File: src/inc/gain_pkg.sv
// Register map, field layout and timing constants of the input gain controller
package gain_pkg;
  localparam int          NUM_STAGES    = 4;
  localparam int          ADDR_W        = 8;
  // Register indices; byte address is four times the index
  localparam logic [7:0]  IDX_LEFT_A    = 8'h18;
  localparam logic [7:0]  IDX_LEFT_B    = 8'h19;
  localparam logic [7:0]  IDX_RIGHT_A   = 8'h1A;
  localparam logic [7:0]  IDX_RIGHT_B   = 8'h1B;
  localparam logic [7:0]  IDX_TIMEOUT   = 8'h20;
  localparam logic [7:0]  IDX_STATUS    = 8'h21;
  // Field positions inside a stage register
  localparam int          BIT_UPDATE    = 8;
  localparam int          BIT_SILENCE   = 7;
  localparam int          BIT_GATE      = 6;
  localparam int          CODE_MSB      = 4;
  // Field positions inside the timeout register
  localparam int          BIT_TO_ENABLE = 15;
  localparam int          PERIOD_W      = 15;
  // Reset values, and the word read from unmapped addresses
  localparam logic [4:0]  CODE_RESET    = 5'h0B;
  localparam logic        SILENCE_RESET = 1'b1;
  localparam logic        GATE_RESET    = 1'b0;
  localparam logic        TO_EN_RESET   = 1'b0;
  localparam logic [14:0] PERIOD_RESET  = 15'h0FFF;
  localparam logic [31:0] UNMAPPED_DATA = 32'h0000_0000;
  // Gain range in tenths of a dB: -16.5 dB at code 0, 1.5 dB per step
  localparam int          GAIN_MIN_TDB  = -165;
  localparam int          GAIN_STEP_TDB = 15;
  localparam int          GAIN_MAX_TDB  = 300;

  // Control bits of one stage
  typedef struct packed {
    logic       silence;
    logic       gate;
    logic [4:0] code;
  } stage_cfg_s;

  typedef enum logic [2:0] {
    ST_IDLE = 3'b001,
    ST_WAIT = 3'b010,
    ST_DONE = 3'b100
  } bus_state_e;
endpackage : gain_pkg

File: src/logic/input_gain_update_control.sv
// Input gain stage control: staged gain codes, global apply strobe, crossing gate
//
// How it works
// - Four stages, each -16.5 dB to +30 dB in 1.5 dB steps, independent.
// - Code 00000 is minimum gain, each increment one step, 11111 maximum.
// - Inverting and non-inverting inputs both take the stage's single code.
// - Silence bit 7 per stage, 1 mutes, resets to 1.
// - Crossing gate bit 6 resets 0; 0 applies now, 1 waits crossing.
// - With gate set, a pending change waits for a detected zero crossing.
// - With timeout enabled, pending change applies when the period expires.
// - Timeout length comes from a separate period setting, not gain registers.
// - Write with update bit 0 stores the code, applied gain unchanged.
// - Update bit 1 transfers all four stored codes together, per-stage gating.
// - Update bit 8 exists in all four stage registers, same effect each.
// - Gain code bits 4:0 reset to 01011, unity gain.
`timescale 1ns/1ps
module input_gain_update_control (
  input  wire logic        i_clk,
  input  wire logic        i_rst_b,
  input  wire logic [7:0]  i_avs_address,
  input  wire logic        i_avs_read,
  input  wire logic        i_avs_write,
  input  wire logic [31:0] i_avs_writedata,
  input  wire logic [3:0]  i_avs_byteenable,
  output logic [31:0]      o_avs_readdata,
  output logic             o_avs_waitrequest,
  input  wire logic [3:0]  i_zero_cross,
  output logic [19:0]      o_inv_gain_code,
  output logic [19:0]      o_noninv_gain_code,
  output logic [3:0]       o_stage_silence
);

  // Register index of each stage, in stage order
  function automatic logic [7:0] stage_idx(input int s);
    case (s)
      0:       stage_idx = gain_pkg::IDX_LEFT_A;
      1:       stage_idx = gain_pkg::IDX_LEFT_B;
      2:       stage_idx = gain_pkg::IDX_RIGHT_A;
      default: stage_idx = gain_pkg::IDX_RIGHT_B;
    endcase
  endfunction : stage_idx

  gain_pkg::bus_state_e        bus_r;
  gain_pkg::bus_state_e        bus_nxt;
  logic [31:0]                 rdata_r;
  logic [31:0]                 rdata_nxt;
  gain_pkg::stage_cfg_s [3:0]  cfg_r;
  logic [4:0]                  applied_r [4];
  logic [3:0]                  pending_r;
  logic [14:0]                 tmo_cnt_r [4];
  logic                        to_en_r;
  logic [14:0]                 period_r;
  logic [19:0]                 inv_r;
  logic [19:0]                 noninv_r;
  logic [3:0]                  silence_out_r;
  logic                        req;
  logic                        rd_take;
  logic                        accept;
  logic                        wr_acc;
  logic [5:0]                  word_idx;
  logic                        in_range;
  logic [3:0]                  sel_stage;
  logic [3:0]                  wr_stage;
  logic [3:0]                  apply_strobe;
  logic                        gain_apply_strobe;
  logic                        wr_timeout;
  logic [3:0]                  load_now;
  logic [3:0]                  tmo_hit;
  logic [31:0]                 stage_rd [4];
  logic [31:0]                 status_rd;

  // Byte address to register index; low two bits must be zero
  assign word_idx = i_avs_address[7:2];
  assign in_range = (i_avs_address[1:0] == 2'h0);
  assign req      = i_avs_read | i_avs_write;
  assign accept   = (bus_r == gain_pkg::ST_WAIT);
  assign wr_acc   = accept & i_avs_write;
  assign rd_take  = (bus_r == gain_pkg::ST_IDLE) & i_avs_read;

  // One wait state per access: request seen in IDLE, completed in WAIT
  always_comb begin
    bus_nxt = bus_r;
    case (bus_r)
      gain_pkg::ST_IDLE: bus_nxt = req ? gain_pkg::ST_WAIT : gain_pkg::ST_IDLE;
      gain_pkg::ST_WAIT: bus_nxt = gain_pkg::ST_DONE;
      gain_pkg::ST_DONE: bus_nxt = gain_pkg::ST_IDLE;
      default:           bus_nxt = gain_pkg::ST_IDLE;
    endcase
  end

  // Per-stage decode and read views
  genvar g;
  generate
    for (g = 0; g < gain_pkg::NUM_STAGES; g++) begin : g_dec
      assign sel_stage[g]    = in_range & ({2'h0, word_idx} == stage_idx(g));
      assign wr_stage[g]     = wr_acc & sel_stage[g] & i_avs_byteenable[0];
      // Update bit lives in the second byte lane
      assign apply_strobe[g] = wr_acc & sel_stage[g] & i_avs_byteenable[1]
                             & i_avs_writedata[gain_pkg::BIT_UPDATE];
      // Update bit reads zero: it is a strobe, not storage
      assign stage_rd[g]     = {24'h00_0000, cfg_r[g].silence, cfg_r[g].gate, 1'b0,
                                cfg_r[g].code};
    end
  endgenerate

  // Any stage register can fire the global transfer
  assign gain_apply_strobe = |apply_strobe;
  assign wr_timeout = wr_acc & in_range & ({2'h0, word_idx} == gain_pkg::IDX_TIMEOUT);
  assign status_rd  = {24'h00_0000, pending_r, 4'h0};

  // Read mux, loaded as the request is taken so data stands while waitrequest is low
  always_comb begin
    rdata_nxt = gain_pkg::UNMAPPED_DATA;
    if (rd_take) begin
      for (int s = 0; s < gain_pkg::NUM_STAGES; s++) begin
        if (sel_stage[s]) begin
          rdata_nxt = stage_rd[s];
        end
      end
      if (in_range && ({2'h0, word_idx} == gain_pkg::IDX_TIMEOUT)) begin
        rdata_nxt = {16'h0000, to_en_r, period_r};
      end
      if (in_range && ({2'h0, word_idx} == gain_pkg::IDX_STATUS)) begin
        rdata_nxt = status_rd;
      end
    end
  end

  // Bus handshake registers
  always_ff @(posedge i_clk or negedge i_rst_b) begin
    if (!i_rst_b) begin
      bus_r             <= gain_pkg::ST_IDLE;
      rdata_r           <= 32'h0000_0000;
      o_avs_waitrequest <= 1'b1;
    end else begin
      bus_r             <= bus_nxt;
      rdata_r           <= rdata_nxt;
      o_avs_waitrequest <= !(bus_nxt == gain_pkg::ST_WAIT);
    end
  end
  assign o_avs_readdata = rdata_r;

  // Timeout settings, kept apart from the gain registers
  always_ff @(posedge i_clk or negedge i_rst_b) begin
    if (!i_rst_b) begin
      to_en_r  <= gain_pkg::TO_EN_RESET;
      period_r <= gain_pkg::PERIOD_RESET;
    end else if (wr_timeout) begin
      // Lanes write apart, so a one-lane write leaves the other half alone
      if (i_avs_byteenable[1]) begin
        to_en_r                          <= i_avs_writedata[gain_pkg::BIT_TO_ENABLE];
        period_r[gain_pkg::PERIOD_W-1:8] <= i_avs_writedata[gain_pkg::PERIOD_W-1:8];
      end
      if (i_avs_byteenable[0]) begin
        period_r[7:0] <= i_avs_writedata[7:0];
      end
    end
  end

  // Stage apply logic; a new strobe restarts the wait of every gated stage
  generate
    for (g = 0; g < gain_pkg::NUM_STAGES; g++) begin : g_stage
      assign tmo_hit[g]  = to_en_r & pending_r[g] & (tmo_cnt_r[g] >= period_r);
      // Ungated stages take the code at once; gated ones wait crossing or timeout
      assign load_now[g] = (gain_apply_strobe & !cfg_r[g].gate)
                         | (pending_r[g] & (i_zero_cross[g] | tmo_hit[g]));

      always_ff @(posedge i_clk or negedge i_rst_b) begin
        if (!i_rst_b) begin
          cfg_r[g].silence <= gain_pkg::SILENCE_RESET;
          cfg_r[g].gate    <= gain_pkg::GATE_RESET;
          cfg_r[g].code    <= gain_pkg::CODE_RESET;
        end else if (wr_stage[g]) begin
          // Storing the code alone never moves the applied gain
          cfg_r[g].silence <= i_avs_writedata[gain_pkg::BIT_SILENCE];
          cfg_r[g].gate    <= i_avs_writedata[gain_pkg::BIT_GATE];
          cfg_r[g].code    <= i_avs_writedata[gain_pkg::CODE_MSB:0];
        end
      end

      always_ff @(posedge i_clk or negedge i_rst_b) begin
        if (!i_rst_b) begin
          applied_r[g] <= gain_pkg::CODE_RESET;
          pending_r[g] <= 1'b0;
          tmo_cnt_r[g] <= 15'h0000;
        end else if (gain_apply_strobe && cfg_r[g].gate) begin
          pending_r[g] <= 1'b1;
          tmo_cnt_r[g] <= 15'h0000;
        end else if (load_now[g]) begin
          applied_r[g] <= cfg_r[g].code;
          pending_r[g] <= 1'b0;
          tmo_cnt_r[g] <= 15'h0000;
        end else if (pending_r[g] && to_en_r) begin
          tmo_cnt_r[g] <= tmo_cnt_r[g] + 15'h0001;
        end
      end
    end
  endgenerate

  // Outputs: one code drives both inputs of a stage; linear code to gain step
  always_ff @(posedge i_clk or negedge i_rst_b) begin
    if (!i_rst_b) begin
      inv_r         <= {4{gain_pkg::CODE_RESET}};
      noninv_r      <= {4{gain_pkg::CODE_RESET}};
      silence_out_r <= {4{gain_pkg::SILENCE_RESET}};
    end else begin
      for (int s = 0; s < gain_pkg::NUM_STAGES; s++) begin
        inv_r[s*5 +: 5]    <= applied_r[s];
        noninv_r[s*5 +: 5] <= applied_r[s];
        silence_out_r[s]   <= cfg_r[s].silence;
      end
    end
  end
  assign o_inv_gain_code    = inv_r;
  assign o_noninv_gain_code = noninv_r;
  assign o_stage_silence    = silence_out_r;

  // Checks; stage indices vary so that every stage is watched somewhere
  // Both inputs of every stage see the same code
  gain_pair_equal_a: assert property (@(posedge i_clk) disable iff (!i_rst_b)
    o_inv_gain_code == o_noninv_gain_code)
    else $error("stage input gains differ");

  // Silence bit reaches the pin two edges after the write
  silence_follow_a: assert property (@(posedge i_clk) disable iff (!i_rst_b)
    wr_stage[0] |-> ##2 o_stage_silence[0] == $past(i_avs_writedata[7], 2))
    else $error("silence bit not applied");

  // Without strobe or pending wait the applied code never moves
  store_no_apply_a: assert property (@(posedge i_clk) disable iff (!i_rst_b)
    (!gain_apply_strobe && !pending_r[1]) |=> $stable(applied_r[1]))
    else $error("applied gain moved without strobe");

  // Ungated stage takes the stored code on the strobe edge
  immediate_apply_a: assert property (@(posedge i_clk) disable iff (!i_rst_b)
    (gain_apply_strobe && !cfg_r[2].gate) |=> applied_r[2] == $past(cfg_r[2].code))
    else $error("ungated stage not applied");

  // Gated stage only goes pending on the strobe
  gated_hold_a: assert property (@(posedge i_clk) disable iff (!i_rst_b)
    (gain_apply_strobe && cfg_r[0].gate) |=> pending_r[0] && $stable(applied_r[0]))
    else $error("gated stage applied early");

  // A crossing ends the wait and loads the stored code
  crossing_apply_a: assert property (@(posedge i_clk) disable iff (!i_rst_b)
    (pending_r[0] && i_zero_cross[0] && !gain_apply_strobe) |=> !pending_r[0] && applied_r[0] == $past(cfg_r[0].code))
    else $error("crossing did not apply pending gain");

  // An expired period ends the wait as a crossing would
  timeout_apply_a: assert property (@(posedge i_clk) disable iff (!i_rst_b)
    (tmo_hit[1] && !gain_apply_strobe) |=> !pending_r[1] && applied_r[1] == $past(cfg_r[1].code))
    else $error("timeout did not apply pending gain");

  // With the timeout off only a crossing may end the wait
  no_timeout_a: assert property (@(posedge i_clk) disable iff (!i_rst_b)
    (!to_en_r && pending_r[0] && !i_zero_cross[0] && !gain_apply_strobe) |=> pending_r[0])
    else $error("pending gain applied with timeout off");

  // Strobe from the last register still moves the first stage
  all_stage_a: assert property (@(posedge i_clk) disable iff (!i_rst_b)
    (apply_strobe[3] && !cfg_r[0].gate) |=> applied_r[0] == $past(cfg_r[0].code))
    else $error("strobe not global");

  // One wait state, then waitrequest back high for the DONE cycle
  wait_one_a: assert property (@(posedge i_clk) disable iff (!i_rst_b)
    (bus_r == gain_pkg::ST_IDLE && req) |=> !o_avs_waitrequest ##1 o_avs_waitrequest)
    else $error("bus answer timing wrong");

  // Read data stands with waitrequest low; update bit always reads zero
  read_update_a: assert property (@(posedge i_clk) disable iff (!i_rst_b)
    (rd_take && sel_stage[1])
    |=> !o_avs_readdata[gain_pkg::BIT_UPDATE] && o_avs_readdata[gain_pkg::CODE_MSB:0] == $past(cfg_r[1].code))
    else $error("stage readback wrong");

  // A stage write stores the code field
  code_store_a: assert property (@(posedge i_clk) disable iff (!i_rst_b)
    wr_stage[2] |=> cfg_r[2].code == $past(i_avs_writedata[gain_pkg::CODE_MSB:0]))
    else $error("gain code not stored");

  // A stage write stores the crossing gate
  gate_store_a: assert property (@(posedge i_clk) disable iff (!i_rst_b)
    wr_stage[0] |=> cfg_r[0].gate == $past(i_avs_writedata[gain_pkg::BIT_GATE]))
    else $error("crossing gate not stored");

  // Update bit written as zero fires nothing
  strobe_zero_a: assert property (@(posedge i_clk) disable iff (!i_rst_b)
    (wr_acc && !i_avs_writedata[gain_pkg::BIT_UPDATE]) |-> !gain_apply_strobe)
    else $error("strobe fired with update bit zero");

  // Output pins carry the applied codes one edge later
  output_follow_a: assert property (@(posedge i_clk) disable iff (!i_rst_b)
    1'b1 |=> o_noninv_gain_code == {$past(applied_r[3]), $past(applied_r[2]),
                                    $past(applied_r[1]), $past(applied_r[0])})
    else $error("output code does not follow applied code");

  // Before expiry a gated stage with timeout on keeps waiting
  timeout_hold_a: assert property (@(posedge i_clk) disable iff (!i_rst_b)
    (pending_r[1] && to_en_r && !tmo_hit[1] && !i_zero_cross[1] && !gain_apply_strobe) |=> pending_r[1])
    else $error("timeout applied early");

  // Wait counter steps once per cycle while pending with timeout on
  count_step_a: assert property (@(posedge i_clk) disable iff (!i_rst_b)
    (pending_r[1] && to_en_r && !load_now[1] && !gain_apply_strobe) |=> tmo_cnt_r[1] == $past(tmo_cnt_r[1]) + 15'h0001)
    else $error("timeout counter did not step");

  // Timeout enable comes from its own register
  timeout_reg_a: assert property (@(posedge i_clk) disable iff (!i_rst_b)
    (wr_timeout && i_avs_byteenable[1]) |=> to_en_r == $past(i_avs_writedata[gain_pkg::BIT_TO_ENABLE]))
    else $error("timeout enable not stored");

  // Gain register writes leave the timeout setting alone
  stage_apart_a: assert property (@(posedge i_clk) disable iff (!i_rst_b)
    wr_stage[0] |=> $stable(to_en_r) && $stable(period_r))
    else $error("gain write changed timeout setting");

  // A new strobe restarts the wait from zero
  strobe_restart_a: assert property (@(posedge i_clk) disable iff (!i_rst_b)
    (gain_apply_strobe && cfg_r[1].gate) |=> pending_r[1] && tmo_cnt_r[1] == 15'h0000)
    else $error("wait not restarted");

  // Waitrequest is low only while an access completes
  wait_low_a: assert property (@(posedge i_clk) disable iff (!i_rst_b)
    !o_avs_waitrequest |-> bus_r == gain_pkg::ST_WAIT)
    else $error("waitrequest low outside an access");

  // Status view shows the pending stages
  status_read_a: assert property (@(posedge i_clk) disable iff (!i_rst_b)
    (rd_take && in_range && {2'h0, word_idx} == gain_pkg::IDX_STATUS) |=> o_avs_readdata[7:4] == $past(pending_r))
    else $error("status readback wrong");

  // Writes to unmapped addresses change nothing
  unmapped_write_a: assert property (@(posedge i_clk) disable iff (!i_rst_b)
    (wr_acc && !(|sel_stage) && !wr_timeout)
    |=> $stable(cfg_r) && $stable(to_en_r) && $stable(period_r))
    else $error("unmapped write changed a register");

  // A stage write stores the silence bit
  silence_apply_a: assert property (@(posedge i_clk) disable iff (!i_rst_b)
    wr_stage[3] |=> cfg_r[3].silence == $past(i_avs_writedata[gain_pkg::BIT_SILENCE]))
    else $error("silence bit not stored");

  // Ungated stage never stays pending after a strobe
  pending_clear_a: assert property (@(posedge i_clk) disable iff (!i_rst_b)
    (gain_apply_strobe && !cfg_r[3].gate) |=> !pending_r[3] && applied_r[3] == $past(cfg_r[3].code))
    else $error("ungated stage left pending");

  // No crossing and no expiry: applied code holds
  crossing_only_a: assert property (@(posedge i_clk) disable iff (!i_rst_b)
    (pending_r[0] && !i_zero_cross[0] && !tmo_hit[0] && !gain_apply_strobe) |=> $stable(applied_r[0]))
    else $error("pending gain applied without cause");

  // Waitrequest falls only in answer to a request
  wait_cause_a: assert property (@(posedge i_clk) disable iff (!i_rst_b)
    $fell(o_avs_waitrequest) |-> $past(req))
    else $error("waitrequest fell without request");

endmodule : input_gain_update_control

File: config.mk
export PLATFORM = sky130hd
export DESIGN_NAME = input_gain_update_control
export DESIGN_NICKNAME = d
export VERILOG_FILES = /design/src/inc/gain_pkg.sv /design/src/logic/input_gain_update_control.sv
export SDC_FILE = /design/constraint.sdc
export NUM_CORES = 1
export LEC_CHECK = 0
export BUFFER_PORTS_ARGS = -buffer_cell sky130_fd_sc_hd__buf_4
export CELL_PAD_IN_SITES_DETAIL_PLACEMENT = 1
export CELL_PAD_IN_SITES_GLOBAL_PLACEMENT = 1
export CORE_MARGIN = 5
export CORE_UTILIZATION = 41
export DETAILED_ROUTE_END_ITERATION = 16
export PLACE_DENSITY_LB_ADDON = 0.1
export SKIP_CTS_REPAIR_TIMING = 1
export SLEW_MARGIN = 5
export SYNTH_ARGS = -nofsm -noshare
export SYNTH_HDL_FRONTEND = slang
export SYNTH_SLANG_ARGS = --single-unit
File: constraint.sdc
create_clock -name i_clk -period 2.4 [get_ports i_clk]
set_clock_uncertainty 0.1 [all_clocks]
set_input_delay 0 -clock i_clk [delete_from_list [all_inputs] [get_ports i_clk]]
set_output_delay 0 -clock i_clk [all_outputs]
set_load 0.02 [all_outputs]
==> PnR_summary.wiki, run 1 <==
{| class="wikitable"
! Metric !! Value
|-
| EDFF count, synth || 0
|-
| Number of vias in the routed layout || 6435
|-
| Worst slack at placement || -0.336 ns
|-
| Violated checks || setup timing
|-
| Wire length of the first global-routing pass || 38.8 mm
|-
| Cell total after placement || 1172
|-
| Final total negative setup slack || -7.03 ns
|-
| Cell type with the largest total area after synthesis || sky130_fd_sc_hd__dfrtp_1
|-
| Metal-1 WL || 10.7 mm
|-
| Initial antenna violation count || 0
|-
| Launching instance or port of the critical path || period_r[7]
|-
| Amount of wire on met2 after detailed routing || 12.4 mm
|-
| Max Freq || 0.376 GHz
|-
| Root buf cell || sky130_fd_sc_hd__clkbuf_16
|-
| Length in cells of the worst reg-to-reg path || 9
|-
| Area of the die || 24500 um^2
|-
| Final RePlAce weighted congestion || 0.815
|-
| Worst endpoint data arrival time || 2.89 ns
|-
| Crit path time final || 2.66 ns
|-
| Seq/Total Area, Yosys || 49.7%
|-
| Portion of the clock cycle consumed by the worst path in the final layout || 111%
|-
| DRC violation count after routing || 0
|-
| Number of iterations in the first detailed-routing pass || 4
|-
| Average wire per cell in the routed design || 19.7 um
|-
| Max-cap violations || 0
|-
| Synth-to-Final Area Change || 25.6%
|-
| Via/cell ratio || 5.22
|-
| Largest net degree at the start of global routing || 67
|-
| DIE WIDTH || 157 um
|-
| Final setup viols || 82
|-
| Area of the core || 21100 um^2
|-
| Number of global-route vias before repair || 7114
|-
| Top sig layer || met4
|-
| Fin worst setup slack || -0.260 ns
|-
| Gate Count Post-Synth || 784
|-
| Worst reg2reg path endpoint || applied_r[9]
|-
| Setup Crit Path Kind || flip-flop to flip-flop
|-
| Top library cells by usage in the layout, fill and taps aside || 148 x sky130_fd_sc_hd__buf_4, 114 x sky130_fd_sc_hd__dfrtp_1, 85 x sky130_fd_sc_hd__nor2_1
|-
| TritonCTS clock tree || done
|-
| Most instantiated flip-flop cell in the synthesis netlist || sky130_fd_sc_hd__dfrtp_1
|-
| Total length of routed met3 wires || 845 um
|-
| Effective utilization at floorplan || 41.7%
|-
| VDD IR max || 0.410 mV
|-
| Fraction of post-synthesis cell area in the top cell type by area || 32.4%
|-
| Starting DRC count in detailed routing || 216
|-
| Top cells by area in the synthesized netlist || sky130_fd_sc_hd__dfrtp_1 32%, sky130_fd_sc_hd__dfstp_2 17%, sky130_fd_sc_hd__ha_1 9.1%
|-
| Kind of start point of the critical path || flip-flop
|-
| Leakage power || 0.00541 uW
|-
| Maximum net fanout on the critical path || 5
|-
| Number of port buffers || 94
|-
| Kind of end point of the critical path || flip-flop
|-
| Launching point of the worst reg2reg path || period_r[7]
|-
| Pins Over Slew Limit || 0
|-
| Number of distinct library cells after synthesis || 56
|-
| Number of routed nets with antenna violations || 0
|-
| Netlist area before placement || 8800 um^2
|-
| Worst-case clock buffer depth || 2
|-
| Outcome || finished, violations left
|-
| Type of the most critical hold path || input port to async pin
|-
| RSZ-0062 raised after global routing || true
|-
| Diode insertion count for antenna repair || 0
|-
| Share of layout cells above drive strength 1 || 34.0%
|-
| Post-CTS clock slew at the launch and capture registers of the worst setup and hold paths || 0.07 ns
|-
| Power density normalized to cell area || 607 nW/um^2
|-
| Number of H-tree levels || 4
|-
| Leading cell type in the layout, fill and taps excluded || sky130_fd_sc_hd__buf_4
|-
| Total count of hold-check failures in the final report || 0
|-
| CP Data Required Time || 2.63 ns
|-
| Tightest Pin Transition || 0.580 ns
|-
| Share of synthesized flip-flops with an asynchronous set or reset || 100%
|-
| Count of state elements after synthesis || 172
|-
| Worst reg-to-reg setup slack || -0.26 ns
|-
| Layout Cells excl Fill || 1233
|-
| Placed wire-length estimate || 18.2 mm
|-
| Vertical die dimension || 157 um
|-
| GRT Util Overall || 20.3%
|-
| Slew Limit Headroom || 61.3%
|-
| Mean instance size in the synthesized netlist || 11.2 um^2
|-
| Number of clock sinks || 172
|-
| Latest clock arrival within the worst-skew pair || 0.44 ns
|-
| Number of buffers created by CTS || 17
|-
| Post-route core utilization || 52.4%
|-
| Residual overflow from global routing || 0
|-
| Cell row count || 53
|-
| Final #Nets || 1061
|-
| Drt total wl || 24.3 mm
|-
| Top-Level Pins || 129
|-
| Synthesis Warnings || 0
|}
-- cell usage after synthesis (3+ instances only) --
library cell	instances
sky130_fd_sc_hd__a22oi_1	8
sky130_fd_sc_hd__and3_1	12
sky130_fd_sc_hd__mux2_1	11
sky130_fd_sc_hd__and4_1	5
sky130_fd_sc_hd__xnor2_1	23
sky130_fd_sc_hd__ha_1	64
sky130_fd_sc_hd__nand4_1	23
sky130_fd_sc_hd__a221o_1	3
sky130_fd_sc_hd__a21oi_1	27
sky130_fd_sc_hd__xor2_1	32
sky130_fd_sc_hd__nor2_1	85
sky130_fd_sc_hd__mux4_2	7
sky130_fd_sc_hd__buf_4	37
sky130_fd_sc_hd__nor3_1	6
sky130_fd_sc_hd__dfstp_2	58
sky130_fd_sc_hd__or2_2	3
sky130_fd_sc_hd__nand3_1	23
sky130_fd_sc_hd__a211oi_1	4
sky130_fd_sc_hd__inv_1	29
sky130_fd_sc_hd__a21o_1	6
sky130_fd_sc_hd__buf_6	4
sky130_fd_sc_hd__mux2_4	7
sky130_fd_sc_hd__mux2_2	32
sky130_fd_sc_hd__o21ai_0	20
sky130_fd_sc_hd__clkbuf_1	6
sky130_fd_sc_hd__o21ai_1	8
sky130_fd_sc_hd__buf_2	5
sky130_fd_sc_hd__and2_1	16
sky130_fd_sc_hd__nand2_1	64
sky130_fd_sc_hd__dfrtp_1	114
sky130_fd_sc_hd__nor2b_1	4
sky130_fd_sc_hd__nand2b_1	5
-- layout make-up --
class                   instances  area (um^2)
clock inverters                13          153
repair buffers                181         1490
well taps                     275          344
clock buffers                  19          454
inverters                      29          113
multi-input cells             544         4120
fillers                      2271        10000
flip-flops and latches        172         4380
-- power breakdown --
part / internal, uW / switching, uW
sequential: 3040 / 118
combinational: 300 / 372
clock: 1620 / 1250
total: 4960 / 1740
-- how the worst max path moves through the flow --
stage                    end  slack (ns)  cells after the start
4_1_cts         applied_r[9]       -0.36                     10
3_3_place_gp   applied_r[12]       -0.24                      8
5_1_grt         applied_r[9]       -0.37                      9
2_1_floorplan  tmo_cnt_r[10]       0.006                      8
3_5_place_dp    applied_r[2]       -0.34                      8
6_report        applied_r[9]       -0.26                      9
-- per-stage QoR --
| stage | hold WS (ns) | total power [uW] | cell area, um^2 |
|---|---|---|---|
| 2_1_floorplan | -0.396 | 3510 | 8860 |
| 3_3_place_gp | -0.0937 | 3780 | 10000 |
| 3_5_place_dp | -0.0817 | 3820 | 10000 |
| 4_1_cts | -0.551 | 6720 | 10600 |
| 5_1_grt | 0.0656 | 7010 | 11000 |
| 6_report | 0.00885 | 6710 | 11000 |
-- layer usage --
| metal | GRT usage [%] | vias up |
|---|---|---|
| li1 | - | 2984 |
| met3 | 3.60 | 23 |
| met4 | 5.95 | 0 |
| met5 | 0 | - |
| met1 | 26.5 | 3320 |
| met2 | 34.8 | 108 |
-- sequential cells by signal (all words and copies together) (netlist names), 3 cells and up --
name	cells
applied_r	20
o_stage_silence	4
pending_r	4
o_noninv_gain_code	20
cfg_r	28
period_r	15
o_avs_readdata	16
tmo_cnt_r	60
bus_r	3
-- logic make-up after synthesis --
group                    synth area share, %
AND/OR/NAND/NOR                         15.1
flip-flops                              49.7
AO/OA/AOI/OAI                           6.30
buffers and inverters                   5.53
adder cells (fa/ha/maj)                 9.10
multiplexers                            8.72
XOR/XNOR                                5.47
other                                 0.0426
-- worst max-delay path: stages, from the launching register on --
cell and delay [ns]:
sky130_fd_sc_hd__dfstp_2 0.57, sky130_fd_sc_hd__clkinvlp_4 0.22, sky130_fd_sc_hd__ha_4 0.34, sky130_fd_sc_hd__nand4_1 0.17, sky130_fd_sc_hd__nor3_2 0.24, sky130_fd_sc_hd__o41ai_2 0.12
sky130_fd_sc_hd__buf_4 0.16, sky130_fd_sc_hd__a31oi_2 0.13, sky130_fd_sc_hd__buf_4 0.17, sky130_fd_sc_hd__mux2_2 0.33
Note: power is estimated with default switching activity, not from simulation.
==> run 2: changes to the inputs <==
- ABC_AREA: default -> 1
- CORE_MARGIN: 5 -> default
- CORE_UTILIZATION: 41 -> 39
==> run 2 against run 1 <==
  * The flow now finishes without violations
  * Final cell count rose by 24%
  * Clock-buffer cell count shrank 2
  * Sequential share of layout area fell by 0.64 points
  * Non-clock buffer count is 27 lower
  * Critical path depth rose by 3
  * Register-to-register slack gained 0.35 ns
  * Maximum frequency increased by 15%
  * Routed wire length grew 7.1%
  * Flip-flop and latch count did not move
  * Clock power down 5%
  * Critical endpoint is now applied_r[17]
==> PnR_summary.wiki, run 2 <==
{| class="wikitable"
! Metric !! Value
|-
| Outcome || finished clean
|-
| Cell total after placement || 1460
|-
| Number of clock sinks || 172
|-
| Power density normalized to cell area || 545 nW/um^2
|-
| Share of synthesized flip-flops with an asynchronous set or reset || 100%
|-
| Share of layout cells above drive strength 1 || 21.7%
|-
| Drt total wl || 26.1 mm
|-
| Starting DRC count in detailed routing || 307
|-
| Number of port buffers || 94
|-
| Instance area after placement || 10200 um^2
|-
| Maximum net fanout on the critical path || 5
|-
| Cell with the most instances after synthesis || sky130_fd_sc_hd__nand2_1
|-
| Number of routed nets with antenna violations || 0
|-
| Number of global-route vias before repair || 7571
|-
| CP Data Required Time || 2.63 ns
|-
| DRC violation count after routing || 0
|-
| Total count of hold-check failures in the final report || 0
|-
| Max Freq || 0.433 GHz
|-
| Largest register by flop count || tmo_cnt_r
|-
| Crit path buf inv count || 3
|-
| Tightest Pin Transition || 0.744 ns
|-
| Synth-to-Final Area Change || 22.1%
|-
| Kind of end point of the critical path || flip-flop
|-
| Critical Path Max Stage Delay || 0.53 ns
|-
| Worst reg2reg path endpoint || applied_r[17]
|-
| Critical hold path startpoint || i_avs_address[0]
|-
| Seq/Total Area, Yosys || 47.6%
|-
| Netlist area before placement || 9200 um^2
|-
| Post-route cell area || 11200 um^2
|-
| Largest registers in the final layout || tmo_cnt_r x60, cfg_r x28
|-
| Cell types with the highest counts after synthesis || 261 x sky130_fd_sc_hd__nand2_1, 121 x sky130_fd_sc_hd__nor2_1, 114 x sky130_fd_sc_hd__dfrtp_1, 98 x sky130_fd_sc_hd__inv_1, 65 x sky130_fd_sc_hd__nand3_1
|-
| Count of state elements after synthesis || 172
|-
| Setup Crit Path Kind || flip-flop to flip-flop
|-
| Critical path's most frequent cell || sky130_fd_sc_hd__nand2_1
|-
| Gate Count Post-Synth || 1064
|-
| TritonCTS clock tree || done
|-
| Top-Level Pins || 129
|-
| Number of distinct library cells after synthesis || 38
|-
| Initial antenna violation count || 0
|-
| Root buf cell || sky130_fd_sc_hd__clkbuf_16
|-
| Cells along the critical path || inv_1 > buf_12 > ha_1 > a21oi_1 > o21ai_0 > nand2_1 > nand3_1 > nand2_1 > nand3_4 > buf_4 > nand3_1 > nand2_1
|-
| Top cells by area in the synthesized netlist || sky130_fd_sc_hd__dfrtp_1 31%, sky130_fd_sc_hd__dfstp_2 17%, sky130_fd_sc_hd__nand2_1 11%
|-
| Wire length of the first global-routing pass || 41.3 mm
|-
| Most instantiated flip-flop cell in the synthesis netlist || sky130_fd_sc_hd__dfrtp_1
|-
| Post-CTS clock slew at the launch and capture registers of the worst setup and hold paths || 0.07 ns
|-
| Number of vias in the routed layout || 7466
|-
| Crit path time final || 2.31 ns
|-
| GRT Util Overall || 22.4%
|-
| Final setup viols || 0
|-
| Effective utilization at floorplan || 40.2%
|-
| Synthesis Warnings || 0
|-
| Leading cell type in the layout, fill and taps excluded || sky130_fd_sc_hd__nand2_1
|-
| Diode insertion count for antenna repair || 0
|-
| EDFF count, synth || 0
|-
| Portion of the clock cycle consumed by the worst path in the final layout || 96.1%
|-
| Vertical die dimension || 156 um
|-
| RSZ-0062 raised after global routing || true
|-
| Cell row count || 55
|-
| Number of flip-flops in the largest register || 60
|-
| Leakage power || 0.00543 uW
|-
| Final #Nets || 1317
|-
| Average wire per cell in the routed design || 17.1 um
|-
| Hold depth || 6
|-
| Final RePlAce weighted congestion || 0.810
|-
| Number of iterations in the first detailed-routing pass || 4
|-
| Pins Over Slew Limit || 0
|-
| Worst endpoint data arrival time || 2.53 ns
|-
| Area of the die || 24200 um^2
|-
| Worst reg-to-reg setup slack || 0.09 ns
|-
| Fraction of post-synthesis cell area in the top cell type by area || 31.0%
|-
| Slew Limit Headroom || 50.3%
|-
| Launching instance or port of the critical path || period_r[8]
|-
| Worst-case clock buffer depth || 2
|-
| Launching point of the worst reg2reg path || period_r[8]
|-
| Number of buffers created by CTS || 17
|-
| Residual overflow from global routing || 0
|-
| Latest clock arrival within the worst-skew pair || 0.44 ns
|-
| Cell type with the largest total area after synthesis || sky130_fd_sc_hd__dfrtp_1
|-
| Cell family contributing the most delay on the critical path || flip-flops
|-
| Max-cap violations || 0
|-
| Largest net degree at the start of global routing || 66
|-
| Length in cells of the worst reg-to-reg path || 12
|-
| Slowest stage cell, crit path || sky130_fd_sc_hd__dfstp_2
|-
| Placed wire-length estimate || 19.2 mm
|-
| Mean instance size in the synthesized netlist || 8.64 um^2
|-
| Destination of the worst hold path || o_avs_readdata[1]
|-
| DIE WIDTH || 156 um
|-
| Layout Cells excl Fill || 1526
|-
| Total power consumption of the routed design || 6120 uW
|-
| Via/cell ratio || 4.89
|-
| Top library cells by usage in the layout, fill and taps aside || 257 x sky130_fd_sc_hd__nand2_1, 120 x sky130_fd_sc_hd__nor2_1, 117 x sky130_fd_sc_hd__buf_4
|-
| Type of the most critical hold path || input port to flip-flop
|-
| VDD IR max || 0.332 mV
|-
| Area of the core || 22800 um^2
|-
| Kind of start point of the critical path || flip-flop
|-
| Number of H-tree levels || 4
|}
## run 2: cell types whose count changed after synthesis, moves of 12 or more
cell	change
sky130_fd_sc_hd__nand2_1	+197
sky130_fd_sc_hd__xnor2_1	-19
sky130_fd_sc_hd__nor2_1	+36
sky130_fd_sc_hd__a21oi_1	+15
sky130_fd_sc_hd__nand3_1	+42
sky130_fd_sc_hd__nor3_2	+12
sky130_fd_sc_hd__o21ai_0	+30
sky130_fd_sc_hd__mux2_2	-30
sky130_fd_sc_hd__and2_1	-16
sky130_fd_sc_hd__inv_1	+69
sky130_fd_sc_hd__nor3_1	+18
## run 2: cells by family (layout without fill, tap and decap cells)
| family | count (synthesis) | after routing | synth area share (%) |
|---|---|---|---|
| DFF | 172 | 172 | 47.6 |
| buffers and inverters | 154 | 288 | 7.95 |
| AOI/OAI and AO/OA | 112 | 112 | 6.80 |
| adders and majority gates | 64 | 64 | 8.71 |
| other | 1 | 16 | 0.0408 |
| and+or+nand+nor | 524 | 524 | 25.3 |
| xor gates and xnor gates | 35 | 35 | 3.33 |
| muxes | 2 | 2 | 0.245 |
## run 2: worst reg2reg max path, delay by kind of cell, from the launching register on
kind | cells | cell delay, ns
flip-flops | 1 | 0.53
buffers and inverters | 3 | 0.52
AND/OR/NAND/NOR | 6 | 0.51
adder cells (fa/ha/maj) | 1 | 0.30
AO/OA/AOI/OAI | 2 | 0.23
## run 2: cell type report
cell class	count	area (um^2)
clock inverter	14	148
multi-input combinational	753	4200
timing repair buffer	154	1300
tap	313	392
sequential	172	4380
clock buffer	17	425
fill	2768	11600
inverter	103	394
## run 2: worst max path at each step
stage / end / cells after the start
3_3_place_gp: tmo_cnt_r[9] / 12
2_1_floorplan: applied_r[2] / 13
4_1_cts: tmo_cnt_r[9] / 12
3_5_place_dp: tmo_cnt_r[9] / 12
6_report: applied_r[17] / 12
5_1_grt: tmo_cnt_r[25] / 13
## run 2: where the power goes
group / internal (uW) / switching [uW] / total (uW)
clock: 1380 / 1350 / 2730
combinational: 147 / 267 / 414
sequential: 2950 / 22.5 / 2980
## run 2: per-stage QoR
step | util, % | worst slack (ns) | hold WS (ns) | TNS, ns
finish | 49.2 | 0.0931 | 0.0118 | 0
floorplan | - | 0.470 | -0.396 | 0
global route | 49.2 | -0.0651 | 0.0234 | -0.964
global placement | 44.8 | 0.0604 | -0.250 | 0
CTS | 47.3 | 0.0105 | -0.721 | 0
detailed placement | 44.8 | 0.0233 | -0.245 | 0
## run 2: routing by layer
metal	up-vias	global-route usage [%]	routed length [um]
met5	-	0	0
met4	0	5.88	284
met3	17	3.42	937
met2	123	35.3	12100
met1	3648	32.0	12700
li1	3678	-	-
